## config.mk

```make
export PLATFORM = sky130hd
export DESIGN_NAME = master_clock_generation
export DESIGN_NICKNAME = d
export VERILOG_FILES = /design/src/verilog/master_clock_generation.v
export VERILOG_INCLUDE_DIRS = /design/src /design/src/verilog
export SDC_FILE = /design/constraint.sdc
export NUM_CORES = 1
export LEC_CHECK = 0
export ABC_CLOCK_PERIOD_IN_PS = 800
export BUFFER_PORTS_ARGS = -buffer_cell sky130_fd_sc_hd__buf_2
export CAP_MARGIN = 5
export CORE_MARGIN = 4
export CORE_UTILIZATION = 49
export CTS_BUF_LIST = sky130_fd_sc_hd__clkbuf_16
export DETAILED_ROUTE_END_ITERATION = 6
export HOLD_SLACK_MARGIN = 0.15
export PLACE_DENSITY = 0.86
export SYNTH_ARGS = -nofsm -noshare
export SYNTH_HDL_FRONTEND = slang
export SYNTH_SLANG_ARGS = --single-unit
```

## constraint.sdc

```tcl
create_clock -name core_clk -period 0.8 [get_ports core_clk]
set_input_delay 0.16 -clock core_clk [delete_from_list [all_inputs] [get_ports core_clk]]
set_output_delay 0.16 -clock core_clk [all_outputs]
set_load 0.01 [all_outputs]
```

## src/verilog/mclk_consts.vh

```
// Constants for the master clock generator
`ifndef MCLK_CONSTS_VH
`define MCLK_CONSTS_VH
`define SRC_PLL_CODE 2'h3
`define SRC_BYPASS_BIT 1
`define IDIV_MAX 2'h3
`define ODIV_MAX 4'hE
`define MUL_W 5
`define VB_LOW 2'h0
`define VB_MID 2'h1
`define VB_HIGH 2'h2
`define VB_RESERVED 2'h3
`define VB_LOW_MIN_MHZ 100
`define VB_LOW_MAX_MHZ 150
`define VB_MID_MAX_MHZ 200
`define VB_HIGH_MAX_MHZ 250
`endif

```

## src/verilog/master_clock_generation.v

```verilog
// Master clock generator: bypass prescalers, PLL model, CPU and system clock enables
`timescale 1ns/1ns
`default_nettype none
`include "mclk_consts.vh"
module master_clock_generation #(
    parameter MUL_W = `MUL_W
) (
    // Clock and reset
    input wire core_clk,
    input wire resetn,
    // Oscillator input, asynchronous to core_clk
    input wire oscillator_input_pin,
    // Configuration bits
    input wire [1:0] clock_source_select,
    input wire [1:0] input_prescale_field,
    input wire [3:0] output_prescale_field,
    input wire [MUL_W-1:0] feedback_multiplier_field,
    input wire [1:0] vco_band_select,
    input wire cpu_clock_halving_select,
    // Clock outputs as one-cycle enables on core_clk
    output reg master_clock_tick,
    output reg cpu_clock_tick,
    output reg system_clock_tick,
    // Status
    output reg pll_mode_active,
    output reg config_error
);
    // Frequencies are modelled as enable ticks: a tick per master clock edge.
    // The PLL is abstracted as (mul+1) ticks per input-divided oscillator edge.
    reg rst_sync1_reg;
    reg rst_sync2_reg;
    reg osc_sync1_reg;
    reg osc_sync2_reg;
    reg osc_prev_reg;
    reg [1:0] idiv_cnt_reg;
    reg [3:0] odiv_cnt_reg;
    reg [MUL_W:0] vco_pending_reg;
    reg cpu_phase_reg;
    reg [1:0] idiv_lim;
    reg [3:0] odiv_lim;
    reg osc_edge;
    reg in_tick;
    reg pre_tick;
    reg mc_next;
    reg [MUL_W:0] pend_next;
    reg [1:0] idiv_next;
    reg [3:0] odiv_next;
    wire rst_n = rst_sync2_reg;
    wire pll_sel = (clock_source_select == `SRC_PLL_CODE);
    wire bypass_sel = ~clock_source_select[`SRC_BYPASS_BIT];

    // Shared by the divider clamp and the error flag, so both agree on the limit
    function odiv_over_range;
        input [3:0] field;
        begin
            odiv_over_range = (field > `ODIV_MAX);
        end
    endfunction

    function band_reserved;
        input [1:0] band;
        begin
            band_reserved = (band == `VB_RESERVED);
        end
    endfunction

    // One gate for cpu and system ticks keeps the two clocks in step
    function cpu_pass;
        input tick;
        input halve;
        input phase;
        begin
            cpu_pass = tick & (~halve | phase);
        end
    endfunction

    always @(posedge core_clk or negedge resetn)
    begin
        if (!resetn)
        begin
            rst_sync1_reg <= 1'b0;
            rst_sync2_reg <= 1'b0;
        end
        else
        begin
            rst_sync1_reg <= 1'b1;
            rst_sync2_reg <= rst_sync1_reg;
        end
    end

    always @*
    begin
        // Out-of-range output divider is clamped rather than wrapped; the input divider field is used as is
        idiv_lim = input_prescale_field;
        odiv_lim = odiv_over_range(output_prescale_field) ? `ODIV_MAX : output_prescale_field;
        osc_edge = osc_sync2_reg & ~osc_prev_reg;
        in_tick = 1'b0;
        pre_tick = 1'b0;
        mc_next = 1'b0;
        idiv_next = idiv_cnt_reg;
        odiv_next = odiv_cnt_reg;
        pend_next = vco_pending_reg;
        if (osc_edge)
        begin
            if (idiv_cnt_reg >= idiv_lim)
            begin
                idiv_next = 2'h0;
                in_tick = 1'b1;
            end
            else
                idiv_next = idiv_cnt_reg + 2'h1;
        end
        if (pll_sel)
        begin
            // VCO edges: (mul+1) per divided input edge, drained one per cycle
            if (vco_pending_reg != {(MUL_W+1){1'b0}})
            begin
                pend_next = vco_pending_reg - 1'b1;
                pre_tick = 1'b1;
            end
            if (in_tick)
                pend_next = pend_next + {1'b0, feedback_multiplier_field} + 1'b1;
        end
        else if (bypass_sel)
        begin
            pre_tick = in_tick;
            pend_next = {(MUL_W+1){1'b0}};
        end
        else
            pend_next = {(MUL_W+1){1'b0}};
        if (pre_tick)
        begin
            if (odiv_cnt_reg >= odiv_lim)
            begin
                odiv_next = 4'h0;
                mc_next = 1'b1;
            end
            else
                odiv_next = odiv_cnt_reg + 4'h1;
        end
    end

    // Oscillator synchroniser; only the second stage feeds the edge detector
    always @(posedge core_clk or negedge rst_n)
    begin
        if (!rst_n)
        begin
            osc_sync1_reg <= 1'b0;
            osc_sync2_reg <= 1'b0;
            osc_prev_reg <= 1'b0;
        end
        else
        begin
            osc_sync1_reg <= oscillator_input_pin;
            osc_sync2_reg <= osc_sync1_reg;
            osc_prev_reg <= osc_sync2_reg;
        end
    end

    always @(posedge core_clk or negedge rst_n)
    begin
        if (!rst_n)
        begin
            idiv_cnt_reg <= 2'h0;
            odiv_cnt_reg <= 4'h0;
            vco_pending_reg <= {(MUL_W+1){1'b0}};
        end
        else
        begin
            idiv_cnt_reg <= idiv_next;
            odiv_cnt_reg <= odiv_next;
            vco_pending_reg <= pend_next;
        end
    end

    always @(posedge core_clk or negedge rst_n)
    begin
        if (!rst_n)
        begin
            cpu_phase_reg <= 1'b0;
            master_clock_tick <= 1'b0;
            cpu_clock_tick <= 1'b0;
            system_clock_tick <= 1'b0;
        end
        else
        begin
            master_clock_tick <= mc_next;
            if (mc_next)
                cpu_phase_reg <= cpu_clock_halving_select ? ~cpu_phase_reg : 1'b0;
            // Halving passes every second master tick
            cpu_clock_tick <= cpu_pass(mc_next, cpu_clock_halving_select, cpu_phase_reg);
            system_clock_tick <= cpu_pass(mc_next, cpu_clock_halving_select, cpu_phase_reg);
        end
    end

    always @(posedge core_clk or negedge rst_n)
    begin
        if (!rst_n)
        begin
            pll_mode_active <= 1'b0;
            config_error <= 1'b0;
        end
        else
        begin
            pll_mode_active <= pll_sel;
            // Reserved band is only flagged; ticks keep running so software can still see it
            config_error <= (pll_sel & band_reserved(vco_band_select)) |
                odiv_over_range(output_prescale_field);
        end
    end
endmodule
`default_nettype wire

```

==> run summary, run 1 <==
GPL Wtd Cong = 0.856
Seq/Total Area, Yosys = 0.411
Netlist Area Pre-Place = 1340 µm²
Vias in the first global route = 1,413
Worst-Skew Late Latency = 0.26 ns
Number of fill cells = 121
Finished Cell Area = 2170 µm²
Fraction of layout cells with a size suffix above 1 = 0.520
H-tree depth = 1
Die H = 60.3 µm
Final slew viol count = 0
First-pass GRT wire length = 6440 µm
Sink Count = 22
Critical Path End Type = flip-flop
Met1 wire length = 1700 µm
Clock Skew = 0.00286 ns
Top_reg_cell synth = dfrtp_1
DRT antenna net count = 0
Crit Path Class = reg2reg
Hold Crit Class = reg2async
Fmax = 399 MHz
#FFs+latches synth = 22
WP data arrival = 2.69 ns
Max Cap Violations = 0
Final core utilization = 0.852
Initial antenna violation count = 0
1st-pass router iterations = 4
Final WS setup = -1.70 ns
Detailed-route vias per instance = 5.63
Core ar. = 2540 µm²
Final nets = 239
Routed via count = 1,317
WL met2 = 2380 µm
Die Area = 3630 µm²
CTS root buf = clkbuf_16
Buffers on Ports = 23
Syn. warnings = 0
CTS tree = built
FF/Latch Area = 551 µm²
Cts-stage hold buffer count = 4
Clk slew on worst S/H paths = 0.06 ns
CTS Buffer Depth = 2
DIE WIDTH = 60.3 µm
Ant. Diodes = 0
Residual DRC = 0
Area of the multi-input gates = 935 µm²
CP required = 0.99 ns
Starting density of the core = 0.526
Met3 Wirelength = 240 µm
Crit Path Max Fanout = 2
RSZ-0062 raised after global routing = true
Ys async rst share = 1.00
Number of synthesized flops with an enable pin = 0
Largest net degree at the start of global routing = 17
Total grt overflow = 0
Highest metal used = met4
Final Hold Viols = 0
DR iter-0 viols = 28
CTS Buf Count = 3
Total GRT Usage = 0.247
Min cycle time layout = 2.50 ns
Synth cell types = 37
Setup crit start kind = flip-flop
Num ports = 24
Num rows = 18
Failing checks = setup timing
Layout area overhead = 62.0%
DPL Wire Length = 2580 µm
Setup violators final = 20
Net Count, Synth = 171
WL/cell = 18.9 µm
Detailed Route WL = 4430 µm
Post-Place Cell Area = 1780 µm²
Average cell area after synthesis = 9.77 µm²
Tcrit/Tclk final = 3.13
Status = finished with violations
Mapped Cells = 137
Max FFs per register = 6
## repair_timing
item	in CTS	in global routing
resized for setup	24	19
hold endpoints to repair	8	4
setup buffers	5	5
endpoints found under the setup margin	20	21
pin swaps	9	11
## path summary, 6_finish.rpt
path	start	end	slack [ns]	cells after the start
setup / recovery	vco_pending_reg[1]	vco_pending_reg[4]	-1.70	14
max in group asynchronous	rst_n	idiv_cnt_reg[1]	0.30	1
setup reg to reg	vco_pending_reg[1]	vco_pending_reg[4]	-1.70	14
hold reg to reg	rst_n	vco_pending_reg[3]	0.12	0
min in group core_clk	cpu_clock_halving_select	system_clock_tick	0.28	3
hold / removal	rst_n	vco_pending_reg[3]	0.12	0
## cells in the final DEF (no fill, tap or decap), drive strengths merged, types with 2 or more instances in the layout
| cell | n |
|---|---|
| buf | 61 |
| a21oi | 4 |
| xnor2 | 6 |
| mux2 | 2 |
| nor2 | 12 |
| dlymetal6s4s | 2 |
| ha | 14 |
| or3b | 2 |
| nand2 | 13 |
| nor3b | 2 |
| clkbuf | 3 |
| nor2b | 3 |
| o211ai | 2 |
| dlygate4sd3 | 2 |
| mux2i | 3 |
| nand3 | 6 |
| nor3 | 7 |
| dfrtp | 22 |
| o21ai | 7 |
| inv | 14 |
## logic make-up after synthesis
kind of cell / Yosys count / synth area share
and+or+nand+nor: 49 / 0.184
buffers and inverters: 16 / 0.0505
AOI/OAI and AO/OA: 22 / 0.118
adders and majority gates: 15 / 0.146
other: 1 / 0.00280
muxes: 5 / 0.0421
DFF: 22 / 0.411
xor gates and xnor gates: 7 / 0.0458
## critical path, stage by stage (launching register included)
cell and delay [ns]:
dfrtp_1 0.40, inv_2 0.09, ha_4 0.16, nand2b_4 0.07, nor2b_4 0.14, buf_6 0.14, xnor2_4 0.14, ha_4 0.17
inv_2 0.03, fa_2 0.35, a21o_1 0.18, a21oi_2 0.15, xnor2_1 0.17, nand2_1 0.12, a21oi_2 0.13
## cell usage after synthesis (2+ instances only)
cell     count  area (µm²)
nor3_1       7        35.0
buf_4        2        15.0
nand3_1      6        30.0
nor3b_1      2        15.0
nand2_1     13        48.8
nor2b_1      3        18.8
mux2i_1      3        30.0
a21oi_1      4        20.0
inv_1       14        52.6
dfrtp_1     22         551
xnor2_1      6        52.6
ha_1        14         175
nor2_1      11        41.3
o21ai_0      7        35.0
## per-stage QoR
step	setup slack, ns	cells	TNS, ns	hold WS [ns]
floorplan	-1.55	137	-14.80	-0.136
global placement	-1.65	218	-15.81	-0.0552
detailed placement	-1.70	218	-16.86	-0.0530
CTS	-1.54	231	-16.96	0.121
global route	-1.82	234	-18.48	0.137
finish	-1.70	234	-17.41	0.124
## layer usage
layer,up-vias,track usage
met1,644,0.266
met4,0,0.0791
li1,601,-
met3,17,0.0734
met2,55,0.455
met5,-,0
## cell type report
class	instances	area share
clock inverters	1	0.0138
multi-input cells	99	0.431
flip-flops and latches	22	0.254
well taps	30	0.0173
clock buffers	3	0.0346
repair buffers	65	0.225
inverters	14	0.0242
Power of run 1 is not shown: default switching activity piles up to over one toggle a cycle in this logic, so the estimate is an artifact.
==> run 2: changes to the inputs <==
ABC_CLOCK_PERIOD_IN_PS = 2200   (was 800)
CORE_UTILIZATION = 35   (was 49)
PLACE_DENSITY = 0.68   (was 0.86)
clock period = 2.2 ns   (was 0.8 ns; I/O delays follow)
==> run summary, run 2 (same netlist as run 1, synthesis figures left out) <==
Setup violators final = 4 (-80%)
WP data arrival = 2.58 ns (-0.11 ns)
DR iter-0 viols = 11 (-61%)
Detailed Route WL = 2690 µm (-39%)
Routed via count = 1,075 (-18%)
Number of fill cells = 351 (+190%)
Setup Total Neg Slack = -0.566 ns (+16.84 ns)
Hold worst-path end = osc_sync1_reg
Crit Path Class = reg2reg
DIE WIDTH = 69.8 µm (+16%)
Most frequent cells in the layout = buf_2 (23), dfrtp_1 (22), buf_4 (19), nand2_1 (13), ha_1 (12)
Failing checks = setup timing
Buffers on Ports = 23 (unchanged)
Final slew viol count = 0 (unchanged)
First-pass GRT wire length = 4660 µm (-28%)
Critical path's most frequent cell = a21oi_2
RSZ-0062 raised after global routing = true
Residual DRC = 0 (unchanged)
Hold-critical path depth = 1
Slew margin rel. = 0.477
Total grt overflow = 0 (unchanged)
Setup crit start kind = flip-flop
Clock Skew = 0.00185 ns (-0.00102 ns)
CTS tree = built
Reg2Reg Launch Point = vco_pending_reg[4]
Initial antenna violation count = 0 (unchanged)
Core ar. = 3690 µm² (+45%)
H-tree depth = 1 (unchanged)
Hold Crit Class = in2reg
Tcrit/Tclk final = 1.09 (-2.04)
Flop2flop setup slack = -0.20 ns (+1.50 ns)
DPL Wire Length = 2050 µm (-21%)
GPL Wtd Cong = 0.828 (-3.3%)
Final WS setup = -0.201 ns (+1.50 ns)
Slew of the pin with the lowest slew margin = 0.784 ns
Num rows = 22 (+4)
Worst-Skew Late Latency = 0.25 ns (about the same)
HP Start = oscillator_input_pin
Ant. Diodes = 0 (unchanged)
Starting density of the core = 0.363 (-0.163)
Die Area = 4880 µm² (+34%)
CTS Buf Count = 3 (unchanged)
Max FFs per register = 6 (unchanged)
Max Cap Violations = 0 (unchanged)
Die H = 69.8 µm (+16%)
Status = finished with violations
CP Cell Sequence = nor3_2 -> nor2b_4 -> buf_6 -> xnor2_4 -> ha_2 -> inv_2 -> fa_2 -> a21o_1 -> a21oi_2 -> xnor2_1 -> nand2_1 -> a21oi_2
Max stage delay on crit path = 0.38 ns (-0.02 ns)
CP required = 2.38 ns (+1.39 ns)
Largest net degree at the start of global routing = 21 (+4)
Crit Path Max Fanout = 2 (unchanged)
Most common cell after layout, fill and taps aside = buf_2
Critical Path End Type = flip-flop
Hold slack = 0.294 ns (+0.170 ns)
Clk slew on worst S/H paths = 0.06 ns (about the same)
FF/Latch Area = 551 µm² (unchanged)
Reg2reg path depth = 12 (-2)
Num ports = 24 (unchanged)
CTS Buffer Depth = 2 (unchanged)
Fraction of layout cells with a size suffix above 1 = 0.402 (-0.117)
CTS root buf = clkbuf_16
Sink Count = 22 (unchanged)
Final Hold Viols = 0 (unchanged)
R2R Path End = vco_pending_reg[4]
1st-pass router iterations = 4 (unchanged)
Final nets = 219 (-8.4%)
Fmax = 416 MHz (+4.3%)
DP Worst Slack = -0.265 ns (+1.44 ns)
WL/cell = 11.6 µm (-39%)
Detailed-route vias per instance = 4.63 (-18%)
Total GRT Usage = 0.115 (-0.132)
Area of the multi-input gates = 833 µm² (-11%)
Slowest cell on crit path = dfrtp_1
Min cycle time layout = 2.40 ns (-0.103 ns)
Layout area overhead = 39.3%
Vias in the first global route = 1,063 (-25%)
DRT antenna net count = 0 (unchanged)
-- run 2: cell types whose count changed in the layout (fill, tap and decap cells not counted), sizes merged --
cell / delta
buf: -17
bufinv: -1
clkinv: +1
dlygate4sd3: -1
dlymetal6s4s: -2
-- run 2: area by class of cell --
cell class	count	share of cell area
clock buffer	3	0.0402
clock inverter	1	0.00201
inverter	14	0.0282
multi-input combinational	99	0.447
sequential	22	0.295
tap	48	0.0322
timing repair buffer	45	0.156
-- run 2: per-stage QoR --
stage / instance area, µm² / util / std cells
final: 1870 / 0.506 / 232
after global routing: 1870 / 0.506 / 232
after CTS: 1810 / 0.491 / 232
after detailed placement: 1650 / 0.448 / 221
after global placement: 1650 / 0.448 / 221
after floorplan: 1380 / - / 137
-- run 2: layer usage --
layer  track usage  vias to the layer above  wire (µm)
met2         0.188                       16       1290
met3        0.0232                        0         94
met1         0.163                      496       1310
met4        0.0128                        0          0
met5             0                        -          0
li1              -                      563          -
-- run 2: worst max-delay path, delay by kind of cell, from the launching register on --
family | cells | cell delay (ns)
xor+xnor | 2 | 0.24
flops | 1 | 0.38
compound gates | 3 | 0.48
simple gates | 3 | 0.53
fa+ha+maj | 2 | 0.54
buf+inv | 2 | 0.17
-- run 2: worst max-delay path by stage --
stage / startpoint / end
floorplan: vco_pending_reg[1] / vco_pending_reg[3]
global route: vco_pending_reg[4] / vco_pending_reg[4]
detailed placement: vco_pending_reg[4] / vco_pending_reg[4]
global placement: vco_pending_reg[4] / vco_pending_reg[4]
CTS: vco_pending_reg[1] / vco_pending_reg[4]
finish: vco_pending_reg[4] / vco_pending_reg[4]
-- run 2: timing repair --
item / in CTS / in global routing
pin swaps: 6 / 7
buffers inserted: 6 / 1
hold buffers: 1 / 0
gates resized for setup: 6 / 10
setup endpoints to repair: 4 / 5
endpoints found under the hold margin: 2 / 0
Power of run 2 is left out for the same reason.
==> run 3: changes to the inputs <==
CORE_MARGIN = not set   (was 4)
SETUP_SLACK_MARGIN = 0.15   (was not set)
==> run summary, run 3 (same netlist as run 1, synthesis figures left out) <==
Status = finished with violations
Failing checks = setup timing
Finished Cell Area = 1960 µm² (+5.0%)
1st-pass router iterations = 4 (unchanged)
Slew of the pin with the lowest slew margin = 0.854 ns (+0.0701 ns)
CTS root buf = clkbuf_16
Min cycle time layout = 2.46 ns (+0.0631 ns)
Setup violators final = 4 (unchanged)
GPL Wtd Cong = 0.923 (+12%)
H-tree depth = 1 (unchanged)
Post-Place Cell Area = 1620 µm² (-1.8%)
DR iter-0 viols = 17 (+6)
CP required = 2.34 ns (-0.04 ns)
Residual DRC = 0 (unchanged)
Core ar. = 3660 µm² (-0.75%)
Max Cap Violations = 0 (unchanged)
Starting density of the core = 0.366 (+0.00273)
Largest net degree at the start of global routing = 21 (unchanged)
Vias in the first global route = 1,216 (+14%)
Crit Path Class = reg2reg
WL/cell = 14.0 µm (+21%)
DP Worst Slack = -0.418 ns (-0.153 ns)
Final nets = 225 (+2.7%)
Fraction of layout cells with a size suffix above 1 = 0.432 (+0.0294)
CTS tree = built
Ant. Diodes = 0 (unchanged)
Num ports = 24 (unchanged)
Clk slew on worst S/H paths = 0.06 ns (about the same)
Die Area = 4080 µm² (-16%)
Crit Path Max Fanout = 2 (unchanged)
Hold slack = 0.289 ns (-0.00508 ns)
Layout area overhead = 46.4%
Detailed Route WL = 3330 µm (+24%)
WP data arrival = 2.61 ns (+0.03 ns)
Flop2flop setup slack = -0.26 ns (-0.06 ns)
Total grt overflow = 0 (unchanged)
Routed via count = 1,180 (+9.8%)
Tcrit/Tclk final = 1.12 (+0.0287)
Final slew viol count = 0 (unchanged)
Slew margin rel. = 0.431 (-0.0467)
Fmax = 406 MHz (-2.6%)
Initial antenna violation count = 0 (unchanged)
CTS Buffer Depth = 2 (unchanged)
Sink Count = 22 (unchanged)
Total GRT Usage = 0.176 (+0.0607)
DIE WIDTH = 63.8 µm (-8.6%)
Max FFs per register = 6 (unchanged)
Final Hold Viols = 0 (unchanged)
CTS Buf Count = 3 (unchanged)
Buffers on Ports = 23 (unchanged)
First-pass GRT wire length = 5480 µm (+17%)
DPL Wire Length = 2270 µm (+11%)
Non-filler cells, final = 238 (+2.6%)
Inst Count DP = 217 (-1.8%)
Worst-Skew Late Latency = 0.25 ns (about the same)
Setup crit start kind = flip-flop
RSZ-0062 raised after global routing = true
Clock Skew = 0.00165 ns (-0.000197 ns)
Die H = 63.8 µm (-8.6%)
Num rows = 22 (unchanged)
Most frequent cells in the layout = buf_2 (23), buf_4 (23), dfrtp_1 (22), nand2_1 (13)
Critical Path End Type = flip-flop
Detailed-route vias per instance = 4.96 (+7.0%)
Hold Crit Class = in2reg
Final WS setup = -0.265 ns (-0.0631 ns)
DRT antenna net count = 0 (unchanged)
## run 3: repair_timing
action / in CTS / in global routing
hold buffers: 1 / 0
cloned: 0 / 0
endpoints found under the setup margin: 5 / 5
endpoints found under the hold margin: 2 / 0
pin swaps: 9 / 11
setup buffers: 9 / 7
gates resized for setup: 14 / 6
## run 3: layout make-up
type                            count  area, µm²
Timing Repair Buffer               51        343
Sequential cell                    22        551
Clock buffer                        3       75.1
Tap cell                           48       60.1
Clock inverter                      1       30.0
Fill cell                         292       1700
Inverter                           14       52.6
Multi-Input combinational cell     99        848
## run 3: through the flow
stage          utilization  TNS, ns
2_1_floorplan            -   -0.367
3_3_place_gp         0.443   -0.564
3_5_place_dp         0.443    -1.56
4_1_cts              0.514   -0.484
5_1_grt              0.535    -1.11
6_report             0.535   -0.729
## run 3: routing by layer
| layer | up-vias | track usage | wire length [µm] |
|---|---|---|---|
| met3 | 9 | 0.0250 | 88 |
| met5 | - | 0 | 0 |
| met4 | 0 | 0.0682 | 68 |
| met2 | 30 | 0.335 | 1780 |
| met1 | 569 | 0.193 | 1390 |
| li1 | 572 | - | - |
## run 3: worst paths after layout
kind | start | endpoint | depth (start not counted)
setup / recovery | vco_pending_reg[1] | vco_pending_reg[5] | 12
max in group asynchronous | rst_n | osc_sync2_reg | 0
hold reg to reg | rst_n | vco_pending_reg[2] | 0
min in group asynchronous | rst_n | vco_pending_reg[2] | 0
setup reg to reg | vco_pending_reg[1] | vco_pending_reg[5] | 12
hold / removal | oscillator_input_pin | osc_sync1_reg | 1
## run 3: critical path: stages, from the launching register on
cell,delay (ns)
dfrtp_1,0.40
inv_2,0.09
ha_4,0.15
nand2b_4,0.07
nor2b_4,0.15
buf_6,0.12
mux2i_4,0.25
ha_4,0.23
nor2b_1,0.13
o31a_1,0.28
nor3_2,0.23
o21ai_1,0.08
nor3b_2,0.16
Power of run 3 is left out for the same reason.
